--- src/logic/acf_consts.vh ---
// Constants of the ASCII command frame handler: characters, field sizes, command numbers.
// Assumes inclusion by bare name from the handler module; holds definitions only.
// How it works
// - Responses end in CR plus LF, or CR alone, per delimiter setting.
// - Plain framing has no checksum; checksummed framing puts it after data.
// - Checksum is the low byte of the field sum, as two hex chars.
// - Response checksum covers header and data, not the leading ACK or NAK.
// - A response opens with ACK on success, NAK on error.
// - After ACK the header is echoed, then zero to nine data characters for ordinary commands.
// - An error response is NAK, echoed header, checksum, delimiter, no data.
// - NAK for unsupported number, overlapping command, bad parameter, bad checksum.
// - Polling and other special numbers use their own frame layouts; the handler builds only polling and answers the others with NAK.
// - Value polling returns status plus value in continue state, else status only.
// - Load-and-displacement or displacement axis: load, comma, displacement.
// - Any other axis setup sends only the load field after status.
// - Status-only poll reply: ACK, header, three status chars, checksum, delimiter.
// - First status char is command state digit zero to three.
// - Second status char is measurement state digit zero to three.
// - Third status char is continuous judgment digit zero to nine.
// - Load field is a sign, then six characters with decimal point.
// - Displacement field is a sign, then six characters with decimal point.
`ifndef ACF_CONSTS_VH
`define ACF_CONSTS_VH
`define ACF_HASH      8'h23
`define ACF_CR        8'h0d
`define ACF_LF        8'h0a
`define ACF_ACK       8'h06
`define ACF_NAK       8'h15
`define ACF_COMMA     8'h2c
`define ACF_ZERO      8'h30
`define ACF_NINE      8'h39
`define ACF_PLUS      8'h2b
`define ACF_MINUS     8'h2d
`define ACF_HEX_A     8'h37
`define ACF_RX_MAX    4'd14
`define ACF_LEN_HDR   4'd6
`define ACF_LEN_FULL  4'd12
`define ACF_LEN_CHK   4'd2
`define ACF_HDR_LAST  5'd5
`define ACF_PAY_VALUE 5'd10
`define ACF_PAY_BOTH  5'd18
`define ACF_PAY_STAT  5'd3
`define ACF_RESP_MAX  4'd9
`define ACF_CMD_POLL  32'h30303035
`define ACF_CMD_0006  32'h30303036
`define ACF_CMD_0007  32'h30303037
`define ACF_CMD_0008  32'h30303038
`define ACF_CMD_0010  32'h30303130
`define ACF_CMD_0100  32'h30313030
`define ACF_CMD_0101  32'h30313031
`define ACF_CMD_0110  32'h30313130
`define ACF_CMD_0111  32'h30313131
`define ACF_CMD_0112  32'h30313132
`define ACF_MS_CONT   2'h0
`endif

--- src/logic/acf_frame_handler.v ---
// Command frame receiver, command dispatcher and response framer of the serial host link.
// Assumes bytes arrive already deserialised on clk_sys and the transmitter drains with ready.
`include "acf_consts.vh"

module acf_frame_handler (
   input  wire         clk_sys,
   input  wire         srst,
   input  wire         rx_valid,
   input  wire [7:0]   rx_byte,
   input  wire         tx_ready,
   output wire         tx_valid,
   output wire [7:0]   tx_byte,
   input  wire         cfg_checksum_en,
   input  wire         cfg_crlf_en,
   input  wire [1:0]   command_state_code,
   input  wire [1:0]   measurement_state_code,
   input  wire [3:0]   continuous_judgment_code,
   input  wire         y_axis_load_disp,
   input  wire         x_axis_disp,
   input  wire         load_neg,
   input  wire [47:0]  load_chars,
   input  wire         disp_neg,
   input  wire [47:0]  disp_chars,
   output wire         cmd_valid,
   output wire [31:0]  cmd_number,
   output wire [47:0]  cmd_data,
   input  wire         cmd_done,
   input  wire         cmd_error,
   input  wire [3:0]   cmd_resp_len,
   input  wire [71:0]  cmd_resp_data,
   output wire         busy
);

   localparam [1:0] R_HUNT = 2'd0;
   localparam [1:0] R_TAKE = 2'd1;
   localparam [1:0] R_SKIP = 2'd2;

   localparam [1:0] J_IDLE = 2'd0;
   localparam [1:0] J_EXT  = 2'd1;
   localparam [1:0] J_TX   = 2'd2;

   localparam [1:0] K_NAK  = 2'd0;
   localparam [1:0] K_POLL = 2'd1;
   localparam [1:0] K_EXT  = 2'd2;

   localparam [2:0] P_LEAD = 3'd0;
   localparam [2:0] P_HDR  = 3'd1;
   localparam [2:0] P_PAY  = 3'd2;
   localparam [2:0] P_CK1  = 3'd3;
   localparam [2:0] P_CK2  = 3'd4;
   localparam [2:0] P_CR   = 3'd5;
   localparam [2:0] P_LF   = 3'd6;

   ////////////////////////////////////////////////////////////////////////////////
   // Helpers

   function [7:0] hex_char;
      input [3:0] nib;
      begin
         if (nib > 4'd9)
            hex_char = {4'h0, nib} + `ACF_HEX_A;
         else
            hex_char = {4'h0, nib} + `ACF_ZERO;
      end
   endfunction

   function [7:0] sign_char;
      input neg;
      begin
         sign_char = neg ? `ACF_MINUS : `ACF_PLUS;
      end
   endfunction

   function special_num;
      input [31:0] n;
      begin
         special_num = (n == `ACF_CMD_0006) || (n == `ACF_CMD_0007) || (n == `ACF_CMD_0008) ||
                       (n == `ACF_CMD_0010) || (n == `ACF_CMD_0100) || (n == `ACF_CMD_0101) ||
                       (n == `ACF_CMD_0110) || (n == `ACF_CMD_0111) || (n == `ACF_CMD_0112);
      end
   endfunction

   function is_digit;
      input [7:0] c;
      begin
         is_digit = (c >= `ACF_ZERO) && (c <= `ACF_NINE);
      end
   endfunction

   ////////////////////////////////////////////////////////////////////////////////
   // Receiver

   reg [1:0]  rx_st_q;
   reg [3:0]  rx_cnt_q;
   reg [7:0]  rx_buf_q [0:13];
   reg [7:0]  rx_sum_q;
   reg        rx_ovf_q;
   wire       frame_end;
   integer    i;

   assign frame_end = rx_valid && (rx_st_q == R_TAKE) && (rx_byte == `ACF_CR);

   always @(posedge clk_sys) begin
      if (srst) begin
         rx_st_q  <= R_HUNT;
         rx_cnt_q <= 4'd0;
         rx_sum_q <= 8'h00;
         rx_ovf_q <= 1'b0;
         for (i = 0; i < 14; i = i + 1)
            rx_buf_q[i] <= 8'h00;
      end else if (rx_valid) begin
         case (rx_st_q)
            R_HUNT: begin
               if (rx_byte == `ACF_HASH) begin
                  rx_st_q  <= R_TAKE;
                  rx_cnt_q <= 4'd0;
                  rx_sum_q <= 8'h00;
                  rx_ovf_q <= 1'b0;
               end else if (rx_byte != `ACF_CR) begin
                  rx_st_q <= R_SKIP;
               end
            end
            R_SKIP: begin
               if (rx_byte == `ACF_CR)
                  rx_st_q <= R_HUNT;
            end
            R_TAKE: begin
               if (rx_byte == `ACF_CR) begin
                  rx_st_q <= R_HUNT;
               end else if (rx_cnt_q < `ACF_RX_MAX) begin
                  rx_buf_q[rx_cnt_q] <= rx_byte;
                  rx_cnt_q           <= rx_cnt_q + 4'd1;
                  rx_sum_q           <= rx_sum_q + rx_byte;
               end else begin
                  rx_ovf_q <= 1'b1;
               end
            end
            default: rx_st_q <= R_HUNT;
         endcase
      end
   end

   ////////////////////////////////////////////////////////////////////////////////
   // Frame check at the closing CR

   reg  [3:0]  base_len;
   reg  [7:0]  ck_hi;
   reg  [7:0]  ck_lo;
   reg  [7:0]  exp_sum;
   reg         chk_ok;
   reg  [1:0]  kind;
   wire [31:0] rx_num  = {rx_buf_q[2], rx_buf_q[3], rx_buf_q[4], rx_buf_q[5]};
   wire [47:0] rx_hdr  = {rx_buf_q[0], rx_buf_q[1], rx_num};
   wire [47:0] rx_data = {rx_buf_q[6], rx_buf_q[7], rx_buf_q[8], rx_buf_q[9], rx_buf_q[10], rx_buf_q[11]};

   always @* begin
      base_len = cfg_checksum_en ? `ACF_LEN_CHK : 4'd0;
      ck_hi    = rx_buf_q[rx_cnt_q - 4'd2];
      ck_lo    = rx_buf_q[rx_cnt_q - 4'd1];
      exp_sum  = rx_sum_q - ck_hi - ck_lo;
      chk_ok   = !cfg_checksum_en ||
                 ((rx_cnt_q >= `ACF_LEN_CHK) && (ck_hi == hex_char(exp_sum[7:4])) &&
                  (ck_lo == hex_char(exp_sum[3:0])));
      kind     = K_NAK;
      if (rx_ovf_q || !chk_ok)
         kind = K_NAK;
      else if (rx_num == `ACF_CMD_POLL)
         kind = (rx_cnt_q == `ACF_LEN_HDR + base_len) ? K_POLL : K_NAK;
      else if (special_num(rx_num))
         kind = K_NAK;
      else if (is_digit(rx_buf_q[2]) && is_digit(rx_buf_q[3]) && is_digit(rx_buf_q[4]) &&
               is_digit(rx_buf_q[5]) && (rx_cnt_q == `ACF_LEN_FULL + base_len))
         kind = K_EXT;
      else
         kind = K_NAK;
   end

   ////////////////////////////////////////////////////////////////////////////////
   // Job control and response content

   reg [1:0]   job_q;
   reg [47:0]  hdr_q;
   reg [143:0] pay_q;
   reg [4:0]   pay_len_q;
   reg         ack_q;
   reg         ovl_q;
   reg [47:0]  ovl_hdr_q;
   reg         cmd_valid_q;
   reg [31:0]  cmd_number_q;
   reg [47:0]  cmd_data_q;
   reg         busy_q;
   wire        tx_last;
   wire [23:0] stat3 = {6'h0c, command_state_code, 6'h0c, measurement_state_code,
                        4'h3, continuous_judgment_code};
   wire [55:0] load_f = {sign_char(load_neg), load_chars};
   wire [55:0] disp_f = {sign_char(disp_neg), disp_chars};

   always @(posedge clk_sys) begin
      if (srst) begin
         job_q        <= J_IDLE;
         hdr_q        <= 48'h0;
         pay_q        <= 144'h0;
         pay_len_q    <= 5'd0;
         ack_q        <= 1'b0;
         ovl_q        <= 1'b0;
         ovl_hdr_q    <= 48'h0;
         cmd_valid_q  <= 1'b0;
         cmd_number_q <= 32'h0;
         cmd_data_q   <= 48'h0;
         busy_q       <= 1'b0;
      end else begin
         cmd_valid_q <= 1'b0;
         if (frame_end && (job_q != J_IDLE || ovl_q)) begin
            if (!ovl_q) begin
               ovl_q     <= 1'b1;
               ovl_hdr_q <= rx_hdr;
            end
         end
         case (job_q)
            J_IDLE: begin
               if (frame_end && !ovl_q) begin
                  hdr_q     <= rx_hdr;
                  pay_len_q <= 5'd0;
                  ack_q     <= (kind != K_NAK);
                  if (kind == K_POLL) begin
                     job_q <= J_TX;
                     if (measurement_state_code != `ACF_MS_CONT) begin
                        pay_q     <= {stat3, 120'h0};
                        pay_len_q <= `ACF_PAY_STAT;
                     end else if (y_axis_load_disp || x_axis_disp) begin
                        pay_q     <= {stat3, load_f, `ACF_COMMA, disp_f};
                        pay_len_q <= `ACF_PAY_BOTH;
                     end else begin
                        pay_q     <= {stat3, load_f, 64'h0};
                        pay_len_q <= `ACF_PAY_VALUE;
                     end
                  end else if (kind == K_EXT) begin
                     job_q        <= J_EXT;
                     cmd_valid_q  <= 1'b1;
                     cmd_number_q <= rx_num;
                     cmd_data_q   <= rx_data;
                  end else begin
                     job_q <= J_TX;
                  end
               end
            end
            J_EXT: begin
               if (cmd_done) begin
                  job_q <= J_TX;
                  ack_q <= !cmd_error;
                  pay_q <= {cmd_resp_data, 72'h0};
                  if (cmd_error)
                     pay_len_q <= 5'd0;
                  else if (cmd_resp_len > `ACF_RESP_MAX)
                     pay_len_q <= {1'b0, `ACF_RESP_MAX};
                  else
                     pay_len_q <= {1'b0, cmd_resp_len};
               end
            end
            J_TX: begin
               if (tx_last) begin
                  if (ovl_q || frame_end) begin
                     hdr_q     <= ovl_q ? ovl_hdr_q : rx_hdr;
                     ack_q     <= 1'b0;
                     pay_len_q <= 5'd0;
                     ovl_q     <= 1'b0;
                  end else begin
                     job_q <= J_IDLE;
                  end
               end
            end
            default: job_q <= J_IDLE;
         endcase
         busy_q <= (job_q != J_IDLE) || ovl_q;
      end
   end

   ////////////////////////////////////////////////////////////////////////////////
   // Response framer

   reg  [2:0]  ph_q;
   reg  [4:0]  idx_q;
   reg  [7:0]  tsum_q;
   reg         tx_valid_q;
   reg  [7:0]  tx_byte_q;
   reg  [7:0]  nxt_byte;
   reg  [2:0]  nxt_ph;
   reg  [4:0]  nxt_idx;
   reg         nxt_done;
   reg  [2:0]  after_data;
   wire        tx_go = (job_q == J_TX) && (!tx_valid_q || tx_ready);

   assign tx_last = tx_go && nxt_done;

   always @* begin
      after_data = cfg_checksum_en ? P_CK1 : P_CR;
      nxt_ph     = ph_q;
      nxt_idx    = idx_q + 5'd1;
      nxt_done   = 1'b0;
      nxt_byte   = `ACF_CR;
      case (ph_q)
         P_LEAD: begin
            nxt_byte = ack_q ? `ACF_ACK : `ACF_NAK;
            nxt_ph   = P_HDR;
            nxt_idx  = 5'd0;
         end
         P_HDR: begin
            nxt_byte = hdr_q[47 - 8 * idx_q -: 8];
            if (idx_q == `ACF_HDR_LAST) begin
               nxt_ph  = (pay_len_q != 5'd0) ? P_PAY : after_data;
               nxt_idx = 5'd0;
            end
         end
         P_PAY: begin
            nxt_byte = pay_q[143 - 8 * idx_q -: 8];
            if (idx_q == pay_len_q - 5'd1) begin
               nxt_ph  = after_data;
               nxt_idx = 5'd0;
            end
         end
         P_CK1: begin
            nxt_byte = hex_char(tsum_q[7:4]);
            nxt_ph   = P_CK2;
         end
         P_CK2: begin
            nxt_byte = hex_char(tsum_q[3:0]);
            nxt_ph   = P_CR;
         end
         P_CR: begin
            nxt_byte = `ACF_CR;
            nxt_ph   = P_LF;
            nxt_done = !cfg_crlf_en;
         end
         default: begin
            nxt_byte = `ACF_LF;
            nxt_done = 1'b1;
         end
      endcase
   end

   always @(posedge clk_sys) begin
      if (srst) begin
         ph_q       <= P_LEAD;
         idx_q      <= 5'd0;
         tsum_q     <= 8'h00;
         tx_valid_q <= 1'b0;
         tx_byte_q  <= 8'h00;
      end else if (tx_go) begin
         tx_valid_q <= 1'b1;
         tx_byte_q  <= nxt_byte;
         if (nxt_done) begin
            ph_q   <= P_LEAD;
            idx_q  <= 5'd0;
            tsum_q <= 8'h00;
         end else begin
            ph_q  <= nxt_ph;
            idx_q <= nxt_idx;
            if (ph_q == P_HDR || ph_q == P_PAY)
               tsum_q <= tsum_q + nxt_byte;
         end
      end else if (tx_ready) begin
         tx_valid_q <= 1'b0;
      end
   end

   assign tx_valid   = tx_valid_q;
   assign tx_byte    = tx_byte_q;
   assign cmd_valid  = cmd_valid_q;
   assign cmd_number = cmd_number_q;
   assign cmd_data   = cmd_data_q;
   assign busy       = busy_q;

endmodule

--- config.mk ---
export PLATFORM = sky130hd
export DESIGN_NAME = acf_frame_handler
export DESIGN_NICKNAME = d
export VERILOG_FILES = /design/src/logic/acf_frame_handler.v
export VERILOG_INCLUDE_DIRS = /design/src /design/src/logic
export SDC_FILE = /design/constraint.sdc
export NUM_CORES = 1
export LEC_CHECK = 0
export BUFFER_PORTS_ARGS = -buffer_cell sky130_fd_sc_hd__buf_2
export CAP_MARGIN = 20
export CORE_MARGIN = 2
export CORE_UTILIZATION = 25
export DETAILED_ROUTE_END_ITERATION = 10
export GPL_TIMING_DRIVEN = 0
export SYNTH_ARGS = -nofsm -noshare
export SYNTH_HDL_FRONTEND = slang
export SYNTH_SLANG_ARGS = --single-unit
--- constraint.sdc ---
create_clock -name clk_sys -period 9.7 [get_ports clk_sys]
set_input_delay 1.94 -clock clk_sys [delete_from_list [all_inputs] [get_ports clk_sys]]
set_output_delay 1.94 -clock clk_sys [all_outputs]
set_load 0.02 [all_outputs]
Yosys cells after proc, flatten, opt, wreduce, memory -nomap -nowiden --
Memories as Yosys holds them, arrays and structs flattened. A register that Yosys moved wholly into a read port is not among the register bits. Index checks and enable logic that the tools add are counted. Widths: inputs -> output; s select.
Storage, ports and cells: bits of input ports 200, bits in writable memories 112, output and inout port bits 91, memories 1, flip-flop bits (word level) 323, word-level logic and storage cells 264
Operators by class: shift-type cells 2, reduce and logical (&&, ||, !) cells 65, bitwise gates (word level) 3, mux-type cells 94, $add $sub $neg 21, equal/unequal tests 44, order comparisons 15
Memories:
- rx_buf_q | words 14, bits a word 8, rd ports 14, clocked after memory_dff 6, write ports 14, line acf_frame_handler.v:95 | reg [7:0] rx_buf_q [0:13];
Operators by type and width (count):
- $mux 144 | 3
- $eq 32x30->1 const B | 10
- $pmux 144 s2 | 1
- $mux 48 | 4
- $shiftx 151x33->8 | 1
- $mux 118 | 1
- $pmux 48 s2 | 1
- $mux 62 | 1
- $add 4x6->7 const B | 8
- $mux 5 | 11
- $shiftx 55x33->8 | 1
- $mux 8 | 6
- $pmux 8 s6 | 1
- $ge 8x6->1 const B | 4
- $le 8x6->1 const B | 4
- $pmux 5 s3 | 2
- $mux 2 | 14
- $mux 7 | 4
- $mux 1 | 24
- $mux 4 | 6
- $mux 3 | 7
- $gt 4x4->1 const B | 5
- $reduce_and 4->1 | 5
- $ne 2x2->1 const B | 9
- other kinds (51) | 111

Longest topological paths before layout --
An unclocked memory read counts as a cell.
depth after elaboration 18, mapped depth 34, mapped depth without buffers 23

Worst setup path after synthesis --
No wires, ideal clock.
path type flip-flop to flip-flop, start point reg rx_cnt_q[0], end point reg job_q[0], cell stages (with the launch flop) 34, data arrival time 7.882 ns, setup time 0.070 ns, setup slack 1.748 ns, period minus slack after synthesis 7.952 ns, buffers on the path 11, cells stage by stage dfxtp_1 buf_2 buf_4 buf_2 buf_2 buf_2 inv_2 ha_1 buf_2 buf_2 buf_2 buf_2 mux4_2 a211oi_1 a21oi_1 fa_1 inv_1 ha_1 a21o_1 o21ai_0 a21o_1 a21boi_0 or2_2 ha_1 nor2_1 o31ai_1 o311a_1 mux2i_1 or3b_1 o31a_1 buf_4 buf_6 or4_1 a21oi_1
Between the ends: word-level cells in the longest chain between the ends 18
Ends and longest elaborated chain:
- from (decl) | line acf_frame_handler.v:94 | reg [3:0] rx_cnt_q;
- from (signal assigned) | line acf_frame_handler.v:132 | rx_cnt_q <= rx_cnt_q + 4'd1;
- $sub 4x2->4 | line acf_frame_handler.v:158 | ck_hi = rx_buf_q[rx_cnt_q - 4'd2];
- $mem_v2 14x8
- $sub 8x8->8 (2 in a row) | line acf_frame_handler.v:160 | exp_sum = rx_sum_q - ck_hi - ck_lo;
- $add 4x6->7 (no source line) / $gt 4x4->1 (equally long branches)
- $mux 7 | line acf_frame_handler.v:60 | if (nib > 4'd9)
- $eq 8x8->1 | line acf_frame_handler.v:162 | ((rx_cnt_q >= `ACF_LEN_CHK) && (ck_hi == hex_char(exp_sum[7:4])) &&
- $logic_and 1x1->1 (2 in a row) | line acf_frame_handler.v:162
- $logic_or 1x1->1 | line acf_frame_handler.v:161 | chk_ok = !cfg_checksum_en ||
- $logic_not 1->1 | line acf_frame_handler.v:165 | if (rx_ovf_q || !chk_ok)
- $logic_or 1x1->1 | line acf_frame_handler.v:165
- $mux 2 * | line acf_frame_handler.v:165
- $eq 2x2->1 | line acf_frame_handler.v:237 | end else if (kind == K_EXT) begin
- $mux 2 | line acf_frame_handler.v:237
- $mux 2 * | line acf_frame_handler.v:225 | if (kind == K_POLL) begin
- $mux 2 * | line acf_frame_handler.v:221 | if (frame_end && !ovl_q) begin
- $pmux 2 s3 * | line acf_frame_handler.v:219 | case (job_q)
- to (signal assigned) | line acf_frame_handler.v:226 | job_q <= J_TX;
- to (signal assigned) | line acf_frame_handler.v:238 | job_q <= J_EXT;
- to (signal assigned) | line acf_frame_handler.v:243 | job_q <= J_TX;
- to (decl) | line acf_frame_handler.v:181 | reg [1:0] job_q;
Mark *: on every way between the ends. The rest lies on a longest branch, timed or not. The select of a mux whose other input is x is not followed. A chain may end at the register's enable or synchronous reset.

Worst setup path in the final report --
start point reg rx_cnt_q[0], end point reg pay_q[47]
Between the ends: word-level cells in the longest chain between the ends 16
Ends and longest elaborated chain:
- $sub 4x2->4 | line acf_frame_handler.v:158
- $mem_v2 14x8
- $sub 8x8->8 (2 in a row) | line acf_frame_handler.v:160
- $add 4x6->7 (no source line) / $gt 4x4->1 (equally long branches)
- $mux 7 | line acf_frame_handler.v:60
- $eq 8x8->1 | line acf_frame_handler.v:162
- $logic_and 1x1->1 (2 in a row) | line acf_frame_handler.v:162
- $logic_or 1x1->1 | line acf_frame_handler.v:161
- $logic_not 1->1 | line acf_frame_handler.v:165
- $logic_or 1x1->1 | line acf_frame_handler.v:165
- $mux 2 * | line acf_frame_handler.v:165
- $eq 2x1->1 * | line acf_frame_handler.v:225
- $ne 2x2->1 (no source line) *
- $reduce_and 4->1 (no source line) *
- to (signal assigned) | line acf_frame_handler.v:228 | pay_q <= {stat3, 120'h0};
- to (signal assigned) | line acf_frame_handler.v:231 | pay_q <= {stat3, load_f, `ACF_COMMA, disp_f};
- to (signal assigned) | line acf_frame_handler.v:234 | pay_q <= {stat3, load_f, 64'h0};
- to (decl) | line acf_frame_handler.v:183 | reg [143:0] pay_q;
Mark *: on every way between the ends. The rest lies on a longest branch, timed or not.

==> impl_metrics.toml <==
[sta]
min_period_ps = 9131
slew-limit-headroom_pct = 26.32
rsz0062_at_grt = "false"
tns_ps = 0
fin_crit_sh_pct = 94.13
worst_slack_ps = 569.0
drv_slew = 0
finalSetupViolCount = 0
tightest_slew_ps = 1094
max_clock_freq_mhz = 109.5
hold_viol = 0
finClkSkew_ps = 60.12

[layout]
utilization_pct = 30.47
fillers = 10456
syn_to_final_growth_pct = 20.60
drive_above_1_share_pct = 18.29
layout.nets = 3189
antenna_cells = 0
stdcell_area_mm2 = 0.02999

[clocking]
cts.path.max_buffers = 3
clk_pin_slew_ps = 60
htree_levels = 2
postCtsHoldBufs = 0
numCtsBuffers = 55
cts-root-buf = "clkbuf_16"
cts_tree = "yes"
clock_latency_ps = 660
clock-sinks = 486

[logic_synthesis]
yosysSeqAreaShare_pct = 44.28
syn_nets = 2827
synth-edff-count = 128
synthMuxAreaShare_pct = 11.30
syn_avg_cell_area_um2 = 9.690
yosysTopAreaCell = "dfxtp_1"
synth_simple_gate_area_share_pct = 17.54
yosysTopAreaCellShare_pct = 28.82
synth-seq-cells = 486
syn_inst = 2566
synthAdderAreaFrac_pct = 3.341
synthesis.area_mm2 = 0.02486
synth-compound-area-share_pct = 17.51
ys_warn_count = 0
synthArstFlopShare_pct = 0
yosys_most_used_dff = "dfxtp_1"
netlist_top_cells_area = "dfxtp_1 (29%), edfxtp_1 (15%), mux4_2 (8.5%)"
synth_top_family_by_area = "simple AND/OR/NAND/NOR gates"
synth_cell_types = 80
synth-xor-area-share_pct = 1.464

[critical_path]
critical_path_class = "reg -> reg"
critPathCaptureType = "flop"
crit_path_start_kind = "flop"
crit_path_frequent_cell = "buf_4"
slowest_stage = "fa_1"
rr_worst_depth = 34
arrival_ps = 9720
cpPeakStageDelay_ps = 530
path_max_fanout = 10
worstPathRequired_ps = 10290

[floorplan]
core-area_mm2 = 0.09842
die_x_um = 319.4
start_util_pct = 25.26
dieArea_mm2 = 0.1020
rows = 115
io_pins = 291
fp.dieH_um = 319.4

[place]
post_dp_cell_area_mm2 = 0.02800
numPortBuffers = 290
hpwl_um = 75840
place.gp.congestion = 0.9421
dp_slack_ps = -983.6

[global_route]
grt_pass1_wl_um = 142000
antenna_found_initial = 4
grt_pass1_vias = 21438
grt_overflow = 0
grt_usage_pct = 18.41
grt_max_degree = 20

[power]
p_leak_nw = 10.59
pwr_density_cell_mw_per_mm2 = 153.9
worst_ir_drop_vdd_mv = 0.1495
p_total_w = 0.004614

[flow_run]
maxCapViolCount = 0

[worst_hold_path]
worstHoldPathCells = 2
hold_class = "reg -> reg"

[routing]
ant_nets = 0
drt-initial-drc-count = 2175
wire_per_inst_um = 23.03
drt_wl_total_um = 98110
drcViolationCount = 0
vias = 22535
first_pass_iters = 6
avgViaCountPerCell = 5.289

[run_status]
outcome = "complete, no violations"
==> metal layers <==
layer  vias to the layer above  part of all wire (%)  GRT usage (%)
met1                     11081                    43          24.74
li1                      10318                     -              -
met3                       166                   8.7          4.134
met4                         2                   3.3          6.080
met2                       968                    45          29.15
met5                         -                 0.013              0
==> cells in the final DEF (no fill, tap or decap), types with 8 or more instances in the layout <==
master / count
o211ai_1: 10
a311oi_1: 49
a31oi_1: 8
nand3_1: 144
a21o_1: 8
mux2_2: 9
clkbuf_16: 55
nand3b_1: 9
clkbuf_1: 200
nor3_1: 36
mux2i_1: 59
a211oi_1: 17
buf_1: 13
inv_1: 58
ha_1: 52
dfxtp_1: 358
a32o_1: 71
or2_2: 9
xnor2_1: 25
and3_1: 44
a22oi_1: 11
nand2_1: 240
buf_4: 10
xor2_1: 13
or3_1: 11
nor3b_1: 15
fa_1: 9
o31ai_1: 56
o21a_1: 14
nor2b_1: 14
a21oi_1: 220
mux4_2: 94
nor2_1: 142
and2_1: 119
buf_2: 312
nand4_1: 63
o21ai_0: 120
o311a_1: 8
edfxtp_1: 128
==> synthesized netlist by cell type, types with 5 or more instances <==
cell type,instances
or2_2,9
nor3_1,37
nand3_1,144
o311a_1,8
a21oi_1,220
o21a_1,14
nor4_1,5
fa_1,9
nor2_1,142
nand2b_1,6
o21bai_1,7
and3_1,44
a21boi_0,6
xnor2_1,26
o211ai_1,10
a221oi_1,7
xor2_1,13
edfxtp_1,128
and2_1,119
buf_2,23
dfxtp_1,358
nor3b_1,15
a211oi_1,17
a311oi_1,49
ha_1,52
clkbuf_1,187
mux2i_1,59
nand4_1,63
a21o_1,8
nand2_1,240
o22ai_1,7
nor2b_1,14
a22oi_1,11
o21ai_0,121
mux2_2,9
nand3b_1,9
a32o_1,71
or3_1,11
mux4_2,94
o31ai_1,57
inv_1,58
a31oi_1,8
buf_1,14
==> logic make-up after synthesis <==
group,count (synthesis)
xor gates and xnor gates,40
muxes,162
and+or+nand+nor,874
adders and majority gates,61
DFF,486
AOI/OAI and AO/OA,654
buffers and inverters,289
==> final cells by class <==
class                           instances  area, um2  share of cell area [%]
Buffer                                228      920.9                   3.071
Clock inverter                         27      317.8                   1.060
Timing Repair Buffer                  306       1590                   5.304
Sequential cell                       486      11010                   36.72
Tap cell                             1287       1610                   5.370
Clock buffer                           76       1525                   5.087
Multi-Input combinational cell       1791      12780                   42.64
Inverter                               60      225.2                  0.7511
==> power by group <==
group	total [W]	leakage, nW	switching, W	internal [W]
Sequential	0.00215	4.14	0.0000451	0.00211
Combinational	0.000320	5.56	0.000212	0.000108
Clock	0.00214	0.897	0.000923	0.00122
==> path summary, 6_finish.rpt <==
kind	to	from	slack, ps
hold / removal	hdr_q[7]	ovl_hdr_q[7]	450
setup / recovery	pay_q[47]	rx_cnt_q[0]	570
hold reg to reg	hdr_q[7]	ovl_hdr_q[7]	450
setup reg to reg	pay_q[47]	rx_cnt_q[0]	570
==> what timing repair did <==
action | in CTS | in global routing
endpoints found under the setup margin | 211 | 219
gates resized for setup | 8 | 10
setup buffers | 2 | 2
pin swaps | 1 | 2
==> metrics by stage <==
step                      cells  hold slack [ps]
after floorplan            2566            436.6
after global placement     4143            440.8
after detailed placement   4150            446.5
after CTS                  4254            448.9
after global routing       4261            467.6
final                      4261            450.6
==> critical path: cells and delay by family (launching register included) <==
kind                       cells  cell delay [ps]
AOI/OAI and AO/OA              9             1860
adders and majority gates      4             1440
buffers and inverters         14             3350
DFF                            1              370
muxes                          3              830
and+or+nand+nor                4             1190
==> flip-flops by register name, indices dropped and copies added, names as in the netlist, 2 cells and up <==
| name | flops |
|---|---|
| cmd_data | 48 |
| cmd_number | 32 |
| hdr_q | 48 |
| idx_q | 5 |
| job_q | 2 |
| ovl_hdr_q | 48 |
| pay_len_q | 5 |
| pay_q | 131 |
| ph_q | 3 |
| rx_buf_q | 128 |
| rx_cnt_q | 4 |
| rx_st_q | 2 |
| rx_sum_q | 8 |
| tsum_q | 8 |
| tx_byte | 8 |
Note: power is estimated with default switching activity, not from simulation.
